File: config.mk
export PLATFORM = sky130hd
export DESIGN_NAME = fpc_channel_ctrl
export DESIGN_NICKNAME = d
export VERILOG_FILES = /design/src/core/fpc_pkg.sv /design/src/core/fpc_sdm.sv /design/src/core/fpc_channel_ctrl.sv
export SDC_FILE = /design/constraint.sdc
export NUM_CORES = 1
export LEC_CHECK = 0
export BUFFER_PORTS_ARGS = -buffer_cell sky130_fd_sc_hd__buf_2
export CELL_PAD_IN_SITES_DETAIL_PLACEMENT = 0
export CELL_PAD_IN_SITES_GLOBAL_PLACEMENT = 1
export CORE_ASPECT_RATIO = 0.8
export CORE_UTILIZATION = 35
export DETAILED_ROUTE_END_ITERATION = 16
export GPL_ROUTABILITY_DRIVEN = 0
export PLACE_DENSITY_LB_ADDON = 0.1
export SETUP_SLACK_MARGIN = 0.4
export SLEW_MARGIN = 25
export SYNTH_ARGS = -nofsm -noshare
export SYNTH_HDL_FRONTEND = slang
export SYNTH_SLANG_ARGS = --single-unit
File: constraint.sdc
create_clock -name core_clk -period 11.5 [get_ports core_clk]
set_input_delay 0 -clock core_clk [delete_from_list [all_inputs] [get_ports core_clk]]
set_output_delay 0 -clock core_clk [all_outputs]
set_load 0.05 [all_outputs]
File: src/core/fpc_pkg.sv
// Package for the fractional synthesizer channel control block.
// Assumes a single 40 MHz system clock shared by all users of these constants.
package fpc_pkg;

	// System clock
	localparam int unsigned CLK_HZ          = 40_000_000;
	localparam int unsigned CLK_PERIOD_NS   = 25;

	// Band encoding
	typedef enum logic [1:0]
	{
		FPC_BAND_315 = 2'b00,
		FPC_BAND_434 = 2'b01,
		FPC_BAND_868 = 2'b10,
		FPC_BAND_915 = 2'b11
	} fpc_band_t;

	// Configuration field positions (register 0x04 band, 0x25 damping)
	localparam logic [7:0] BAND_REG_ADDR    = 8'h04;
	localparam int unsigned BAND_LSB        = 2;
	localparam logic [7:0] DAMP_REG_ADDR    = 8'h25;
	localparam int unsigned DAMP_LSB        = 4;

	// Reset values
	localparam logic [6:0] INT_RST          = 7'h40;
	localparam logic [20:0] FRAC_RST        = 21'h000000;
	localparam logic [3:0] CAP_RST          = 4'h8;

	// Calibration timing
	localparam logic [5:0] CAL_WINDOW_NOM   = 6'h20;
	localparam int unsigned CAL_SETTLE_NS   = 100;
	localparam int unsigned CAL_SETTLE_CYC  =
		(CAL_SETTLE_NS + CLK_PERIOD_NS - 1) / CLK_PERIOD_NS;
	localparam logic [3:0] CAL_SETTLE_TOP   = 4'(CAL_SETTLE_CYC - 1);
	localparam int unsigned CAP_BITS        = 4;

	// Valid integer ranges per band group
	localparam logic [6:0] INT_LO_MIN       = 7'h0F;
	localparam logic [6:0] INT_LO_MAX       = 7'h2B;
	localparam logic [6:0] INT_HI_MIN       = 7'h36;
	localparam logic [6:0] INT_HI_MAX       = 7'h54;

	// Modulator: fraction doubled plus one over (2^22 - 1)
	localparam int unsigned SDM_W           = 22;
	localparam logic [22:0] SDM_MOD         = 23'h3FFFFF;

	// Calibration state machine
	typedef enum logic [2:0]
	{
		CAL_IDLE   = 3'b000,
		CAL_SETTLE = 3'b001,
		CAL_COUNT  = 3'b010,
		CAL_CMP    = 3'b011,
		CAL_DONE   = 3'b100
	} fpc_cal_state_t;

	// One preconfigured frequency set
	typedef struct packed
	{
		logic [6:0]  int_ratio;
		logic [20:0] frac_ratio;
	} fpc_chan_t;

endpackage

File: src/core/fpc_sdm.sv
// First-order sigma-delta sequencer for the multi-modulus divider.
// Assumes one divider reload per system clock while enabled.
module fpc_sdm
	import fpc_pkg::*;
(
	// Clock and reset
	input  wire logic        core_clk,
	input  wire logic        rst_n,
	// Control
	input  wire logic        run,
	input  wire fpc_chan_t   chan,
	// Divider ratio
	output logic [7:0]       mmd_ratio_q
);

	logic [SDM_W-1:0] acc_q;
	logic [SDM_W-1:0] acc_d;
	logic             carry_d;
	logic [22:0]      sum;

	// Step is 2*frac+1 so the mean ratio is (frac+0.5)/(2^21-0.5)
	always_comb
	begin
		sum = {1'b0, acc_q} + {1'b0, chan.frac_ratio, 1'b1};
		if (sum >= SDM_MOD)
		begin
			acc_d   = SDM_W'(sum - SDM_MOD);
			carry_d = 1'b1;
		end
		else
		begin
			acc_d   = sum[SDM_W-1:0];
			carry_d = 1'b0;
		end
	end

	always_ff @(posedge core_clk)
	begin
		if (!rst_n || !run)
			acc_q <= '0;
		else
			acc_q <= acc_d;
	end

	always_ff @(posedge core_clk)
	begin
		if (!rst_n)
			mmd_ratio_q <= {1'b0, INT_RST};
		else if (run)
			mmd_ratio_q <= {1'b0, chan.int_ratio} + {7'h00, carry_d};
		else
			mmd_ratio_q <= {1'b0, chan.int_ratio};
	end

endmodule

File: src/core/fpc_channel_ctrl.sv
// Channel selection, band dividers and oscillator auto-calibration of a
// fractional-N synthesizer. Assumes the analog loop, the tuning capacitor
// bank and the divided oscillator pin sit outside; osc_div_pin is async.
//
// How it works
// - Calibration starts on every synthesizer enable
// - Fixed tune; divide by four, eight high
// - Count divided rising edges over window
// - Compare with target; tune before transmitting
// - Damping trim field selects loop resistor
// - Chip rate doubles except for NRZ
// - Band divider one, two or three
// - Oscillator runs 2, 4, 6 times RF
// - Modulator sequences divider ratio per cycle
// - Four sets; transmit command picks one
// - Output is crystal times fractional ratio
// - Band field codes four frequency ranges
module fpc_channel_ctrl
	import fpc_pkg::*;
(
	// Clock and reset
	input  wire logic             core_clk,
	input  wire logic             rst_n,
	// Configuration
	input  wire fpc_band_t        band_select,
	input  wire fpc_chan_t [3:0]  chan_sets,
	input  wire logic [8:0]       cal_target_count,
	input  wire logic [5:0]       cal_window_len,
	input  wire logic [2:0]       damping_trim,
	input  wire logic [3:0]       charge_pump_trim,
	input  wire logic             line_code_nrz,
	// Synthesizer and transmit control
	input  wire logic             synth_enable,
	input  wire logic             tx_cmd_valid,
	input  wire logic [1:0]       tx_cmd_channel,
	input  wire logic             tx_stop,
	// Divided oscillator pin
	input  wire logic             osc_div_pin,
	// Analog controls
	output logic                  cal_fixed_tune_q,
	output logic [3:0]            vco_cap_code_q,
	output logic [2:0]            loop_res_sel_q,
	output logic [1:0]            band_div_q,
	output logic [2:0]            vco_mult_q,
	output logic [7:0]            mmd_ratio_q,
	// Status
	output logic                  cal_busy_q,
	output logic                  cal_done_q,
	output logic [8:0]            cal_count_q,
	output logic [8:0]            cal_target_hint_q,
	output logic                  rf_tx_en_q,
	output logic [1:0]            active_channel_q,
	output logic [1:0]            chips_per_bit_q,
	output logic                  int_range_ok_q,
	output logic                  trim_pair_ok_q
);

	// Recommended charge-pump code for each damping code
	function automatic logic [3:0] cp_for_damp(input logic [2:0] d);
		case (d)
			3'h1:    cp_for_damp = 4'hF;
			3'h2:    cp_for_damp = 4'hC;
			3'h3:    cp_for_damp = 4'h9;
			3'h4:    cp_for_damp = 4'h6;
			3'h5:    cp_for_damp = 4'h4;
			3'h6:    cp_for_damp = 4'h2;
			3'h7:    cp_for_damp = 4'h1;
			default: cp_for_damp = 4'h0;
		endcase
	endfunction

	fpc_cal_state_t state_q;
	logic [2:0]     osc_pipe_q;
	logic [2:0]     pre_cnt_q;
	logic [5:0]     win_cnt_q;
	logic [3:0]     settle_q;
	logic [1:0]     bit_idx_q;
	logic           synth_en_q;
	logic           tx_req_q;
	fpc_chan_t      chan_sel;
	logic           cal_start;
	logic           osc_rise;
	logic [2:0]     pre_top;
	logic           div_edge;
	logic [5:0]     win_top;
	logic [27:0]    ratio_fix;

	assign chan_sel  = chan_sets[active_channel_q];
	assign cal_start = synth_enable && !synth_en_q;
	assign osc_rise  = osc_pipe_q[1] && !osc_pipe_q[2];
	assign pre_top   = band_select[1] ? 3'h7 : 3'h3;
	assign div_edge  = osc_rise && (pre_cnt_q == pre_top);
	assign win_top   = (cal_window_len == 6'h00) ? 6'h00 : cal_window_len - 6'h01;
	assign ratio_fix = {chan_sel.int_ratio, chan_sel.frac_ratio};

	// Two-stage synchroniser, third stage for edge detect
	always_ff @(posedge core_clk)
	begin
		if (!rst_n)
			osc_pipe_q <= 3'h0;
		else
			osc_pipe_q <= {osc_pipe_q[1:0], osc_div_pin};
	end

	always_ff @(posedge core_clk)
	begin
		if (!rst_n)
			synth_en_q <= 1'b0;
		else
			synth_en_q <= synth_enable;
	end

	// Calibration sequencer with successive approximation of the cap bank
	always_ff @(posedge core_clk)
	begin
		if (!rst_n || !synth_enable)
		begin
			state_q        <= CAL_IDLE;
			vco_cap_code_q <= CAP_RST;
			bit_idx_q      <= 2'(CAP_BITS - 1);
			settle_q       <= 4'h0;
			win_cnt_q      <= 6'h00;
			pre_cnt_q      <= 3'h0;
			cal_count_q    <= 9'h000;
		end
		else
		begin
			case (state_q)
				CAL_IDLE:
				begin
					if (cal_start)
					begin
						state_q        <= CAL_SETTLE;
						vco_cap_code_q <= CAP_RST;
						bit_idx_q      <= 2'(CAP_BITS - 1);
						settle_q       <= 4'h0;
					end
				end
				CAL_SETTLE:
				begin
					settle_q    <= settle_q + 4'h1;
					win_cnt_q   <= 6'h00;
					pre_cnt_q   <= 3'h0;
					cal_count_q <= 9'h000;
					if (settle_q == CAL_SETTLE_TOP)
						state_q <= CAL_COUNT;
				end
				CAL_COUNT:
				begin
					if (osc_rise)
						pre_cnt_q <= (pre_cnt_q == pre_top) ? 3'h0 : pre_cnt_q + 3'h1;
					if (div_edge && cal_count_q != 9'h1FF)
						cal_count_q <= cal_count_q + 9'h001;
					win_cnt_q <= win_cnt_q + 6'h01;
					if (win_cnt_q == win_top)
						state_q <= CAL_CMP;
				end
				CAL_CMP:
				begin
					// Too slow: remove the trial capacitance
					if (cal_count_q < cal_target_count)
						vco_cap_code_q[bit_idx_q] <= 1'b0;
					settle_q <= 4'h0;
					if (bit_idx_q == 2'h0)
						state_q <= CAL_DONE;
					else
					begin
						vco_cap_code_q[bit_idx_q - 2'h1] <= 1'b1;
						bit_idx_q <= bit_idx_q - 2'h1;
						state_q   <= CAL_SETTLE;
					end
				end
				CAL_DONE:
					state_q <= CAL_DONE;
				default:
					state_q <= CAL_IDLE;
			endcase
		end
	end

	always_ff @(posedge core_clk)
	begin
		if (!rst_n)
		begin
			cal_fixed_tune_q <= 1'b0;
			cal_busy_q       <= 1'b0;
			cal_done_q       <= 1'b0;
		end
		else
		begin
			cal_fixed_tune_q <= synth_enable &&
				(state_q inside {CAL_SETTLE, CAL_COUNT});
			cal_busy_q       <= synth_enable && !(state_q inside {CAL_IDLE, CAL_DONE});
			cal_done_q       <= (state_q == CAL_DONE) && synth_enable;
		end
	end

	// Transmit command: channel pick and request, set wins over stop
	always_ff @(posedge core_clk)
	begin
		if (!rst_n)
			active_channel_q <= 2'h0;
		else if (tx_cmd_valid)
			active_channel_q <= tx_cmd_channel;
	end

	always_ff @(posedge core_clk)
	begin
		if (!rst_n)
			tx_req_q <= 1'b0;
		else if (tx_cmd_valid)
			tx_req_q <= 1'b1;
		else if (tx_stop)
			tx_req_q <= 1'b0;
	end

	always_ff @(posedge core_clk)
	begin
		if (!rst_n)
			rf_tx_en_q <= 1'b0;
		else
			rf_tx_en_q <= tx_req_q && cal_done_q && !tx_stop;
	end

	// Band dividers and multiplication factor
	always_ff @(posedge core_clk)
	begin
		if (!rst_n)
		begin
			band_div_q <= 2'h3;
			vco_mult_q <= 3'h6;
		end
		else
		begin
			case (band_select)
				FPC_BAND_315: {band_div_q, vco_mult_q} <= {2'h3, 3'h6};
				FPC_BAND_434: {band_div_q, vco_mult_q} <= {2'h2, 3'h4};
				default:      {band_div_q, vco_mult_q} <= {2'h1, 3'h2};
			endcase
		end
	end

	// Trims, chip rate and range checks
	always_ff @(posedge core_clk)
	begin
		if (!rst_n)
		begin
			loop_res_sel_q  <= 3'h0;
			chips_per_bit_q <= 2'h1;
			int_range_ok_q  <= 1'b0;
			trim_pair_ok_q  <= 1'b0;
		end
		else
		begin
			loop_res_sel_q  <= damping_trim;
			chips_per_bit_q <= line_code_nrz ? 2'h1 : 2'h2;
			trim_pair_ok_q  <= (damping_trim != 3'h0) &&
				(charge_pump_trim == cp_for_damp(damping_trim));
			if (band_select[1])
				int_range_ok_q <= (chan_sel.int_ratio >= INT_HI_MIN) &&
					(chan_sel.int_ratio <= INT_HI_MAX);
			else
				int_range_ok_q <= !chan_sel.int_ratio[6] &&
					(chan_sel.int_ratio >= INT_LO_MIN) &&
					(chan_sel.int_ratio <= INT_LO_MAX);
		end
	end

	// Expected count for a 32-cycle window from the active set
	always_ff @(posedge core_clk)
	begin
		if (!rst_n)
			cal_target_hint_q <= 9'h000;
		else if (band_select[1])
			cal_target_hint_q <= ratio_fix[27:19];
		else
			cal_target_hint_q <= ratio_fix[26:18];
	end

	fpc_sdm u_sdm
	(
		.core_clk    (core_clk),
		.rst_n       (rst_n),
		.run         (synth_enable),
		.chan        (chan_sel),
		.mmd_ratio_q (mmd_ratio_q)
	);

endmodule

==> impl_metrics.csv <==
group,metric,value,unit
min_path,min_to,"vco_mult_q[2]$_SDFF_PN1_",
floorplanning,chipWidth,154,um
worst_setup_path,arrival,5.58,ns
synthesis,syn_inst,768,
synthesis,synth_edf_count,0,
cells_and_area,syn2layout_area_growth,22.7,%
worst_setup_path,timing.rr.start,"active_channel_q[0]$_SDFFE_PN0P_",
grt,gr-total-overflow,0,
synthesis,synth_area_per_cell,8.46,um^2
timing,finalHoldViolCount,0,
synthesis,synthTopCellsByCount,"90 x dfxtp_1, 70 x a21oi_1, 62 x nand2_1",
floorplanning,ios,193,
timing,tns,0,ns
cells_and_area,n_fill_cell,1841,
timing,fin_ws,6.19,ns
worst_setup_path,worstSetupPathType,"register to register",
timing,rsz0062_at_grt,"no",
cells_and_area,fin_nets,1131,
detailed_routing,drt_iter0_markers,406,
synthesis,yosys.area.top_type,"dfxtp_1",
floorplanning,fp.dieH,124,um
worst_setup_path,critPathMaxFanout,30,
worst_setup_path,slowest_stage,"dfxtp_4",
min_path,worstHoldStart,"band_select[1]",
synthesis,yosysSeqAreaShare,0.277,
cts,numCtsBuffers,9,
timing,relSlewSlack,0.555,
power,p_leak,3.47,nW
synthesis,ys_ff_latch,90,
min_path,hold_path.class,"input port to register",
cts,insertion_delay,0.35,ns
detailed_routing,wl_per_cell,15.5,um
cts,cts.sinks,90,
worst_setup_path,setup.worst_path.start_class,"register",
synthesis,ys_async_sr_fraction,0,
detailed_routing,drt-pass1-iter-count,5,
detailed_routing,via_per_inst,5.37,
synthesis,synth_cell_type_count,64,
cells_and_area,n_antenna_cell,0,
worst_setup_path,worst_r2r_endpoint,"u_sdm.mmd_ratio_q[4]$_SDFF_PN0_",
power,power.total,0.994,mW
timing,drv_slew,0,
timing,min_period,5.31,ns
worst_setup_path,crit_path_max_incr_delay,0.74,ns
detailed_routing,drc,0,
worst_setup_path,cp.required,11.77,ns
synthesis,synth_fp_nets,956,
worst_setup_path,crit_chain,"mux4_2 > ha_1 > a21oi_1 > and2_1 > a21boi_0 > nor4_1 > nand4_1 > a211o_1 > o21a_1 > inv_1 > ha_1 > ha_1 > nand2_1 > or3_1 > a21boi_0",
cts,clkSlewWorstSetupHoldPaths,0.06,ns
timing,fmax,188,MHz
worst_setup_path,rr_worst_depth,15,
cells_and_area,drive_above_1_share,0.267,
floorplanning,core-area,0.0182,mm^2
grt,grt_pass1_vias,5897,
timing,period_share,0.462,
detailed_routing,vias,6315,
worst_setup_path,end_kind,"register",
place,port_buffers,191,
synthesis,synth_area_leaders,"dfxtp_1 28%, mux4_2 9.7%, ha_1 8.1%, a21oi_1 5.4%, nand2_1 3.6%",
synthesis,yosysTopAreaCellShare,0.277,
grt,antenna_found_initial,0,
place,dp_slack,5.82,ns
cts,root_buffer,"clkbuf_16",
run_status,outcome,"finished clean",
synthesis,synth_most_common_cell,"dfxtp_1",
grt,grt_pass1_wl,29000,um
synthesis,synth.cell_area,0.00650,mm^2
detailed_routing,drtAntennaViolNets,0,
floorplanning,fp.dieArea,0.0191,mm^2
timing,setup_viol,0,
synthesis,ys_warn_count,0,
detailed_routing,wirelength,18200,um
worst_setup_path,rrSetupSlack,6.19,ns
grt,grt_max_degree,33,
floorplanning,core.rowCount,44,
place,place_hpwl,14100,um
cts,cts_tree,"built",
grt,grt.total_usage,0.194,
timing,tightest_slew,0.664,ns
cts,clockBufferDepth,2,
synthesis,synthFlopType,"dfxtp_1",
power,vdd_drop_max,0.0000612,V
job,maxCapViolations,0,
power,powerDensity,125,mW/mm^2
cts,cts_max_level,3,
worst_setup_path,cp_common_cell,"ha_1",
min_path,hold_depth,2,
floorplanning,start_util,0.358,
timing,finalClockSkew,0.00618,ns
## power by group
part | internal (mW) | leakage (nW) | total [mW] | switching [mW]
sequential | 0.330 | 0.738 | 0.341 | 0.0104
combinational | 0.143 | 2.59 | 0.370 | 0.226
clock | 0.158 | 0.135 | 0.284 | 0.126
total | 0.631 | 3.47 | 0.994 | 0.363
## worst max path at each step
stage                                           from                         endpoint  slack [ns]
floorplan           active_channel_q[0]$_SDFFE_PN0P_  u_sdm.mmd_ratio_q[4]$_SDFF_PN0_        5.42
global placement    active_channel_q[0]$_SDFFE_PN0P_  u_sdm.mmd_ratio_q[6]$_SDFF_PN1_        6.07
detailed placement  active_channel_q[0]$_SDFFE_PN0P_  u_sdm.mmd_ratio_q[4]$_SDFF_PN0_        5.82
CTS                 active_channel_q[0]$_SDFFE_PN0P_  u_sdm.mmd_ratio_q[4]$_SDFF_PN0_        5.79
global route        active_channel_q[0]$_SDFFE_PN0P_  u_sdm.mmd_ratio_q[4]$_SDFF_PN0_        5.81
finish              active_channel_q[0]$_SDFFE_PN0P_  u_sdm.mmd_ratio_q[4]$_SDFF_PN0_        6.19
## layout by cell type, fill, tap and decap left out, types with 17 or more instances in the layout
| master | count |
|---|---|
| inv_1 | 23 |
| and2_1 | 17 |
| a21oi_1 | 70 |
| nor2b_1 | 22 |
| o21ai_0 | 43 |
| or3_1 | 22 |
| nor3_1 | 22 |
| a21o_1 | 17 |
| nand3_1 | 21 |
| dfxtp_1 | 89 |
| nor2_1 | 58 |
| buf_2 | 191 |
| mux2i_1 | 20 |
| nand2_1 | 62 |
| mux4_2 | 28 |
| ha_1 | 42 |
## per-stage QoR
stage                     utilization  area, um^2  std cells  hold WS [ns]
after CTS                       0.438        7970       1177        0.0114
after floorplan                     -        6500        768        0.0848
after global routing            0.439        7970       1177        0.0195
after global placement          0.417        7570       1151         0.188
after detailed placement        0.417        7570       1151         0.197
final                           0.439        7970       1177        0.0204
## layer usage
layer / vias up / wire length (um) / track usage
met1: 2935 / 8900 / 0.261
met3: 13 / 978 / 0.0435
met5: - / 0 / 0
met2: 184 / 8190 / 0.317
met4: 0 / 151 / 0.0446
li1: 3183 / - / -
## kinds of logic after synthesis
kind of cell,after synthesis,share of synthesized area
AND/OR/NAND/NOR,291,0.234
AO/OA/AOI/OAI,197,0.188
flip-flops,90,0.277
buffers and inverters,65,0.0433
multiplexers,49,0.130
adder cells (fa/ha/maj),43,0.0840
XOR/XNOR,32,0.0431
other,1,0.000577
## registers in the layout, indices dropped and copies added (netlist names), 3 cells and up
register and flops:
cal_target_hint_q 9, vco_cap_code_q 4, loop_res_sel_q 3, u_sdm.acc_q 22, win_cnt_q 6, pre_cnt_q 3, state_q 3, settle_q 4
u_sdm.mmd_ratio_q 8, osc_pipe_q 3, cal_count_q 9
## repair_timing
action	in CTS	in global routing
buffers inserted	0	0
endpoints found under the hold margin	11	0
hold buffers	11	0
resized for setup	0	0
## critical path: cells and delay by family, from the launching register on
kind / cells / cell delay [ns]
simple gates: 5 / 1.49
compound gates: 5 / 1.41
fa+ha+maj: 3 / 0.77
flops: 1 / 0.74
mux: 1 / 0.59
buf+inv: 1 / 0.21
## area by class of cell
cell class / instances / area, um^2 / area share
flip-flops and latches: 90 / 1810 / 0.226
inverters: 24 / 90.1 / 0.0113
clock inverters: 3 / 25.0 / 0.00314
multi-input cells: 613 / 4420 / 0.554
well taps: 230 / 288 / 0.0361
clock buffers: 12 / 256 / 0.0322
repair buffers: 205 / 1090 / 0.137
No activity file was read; power rests on OpenSTA's default activity.
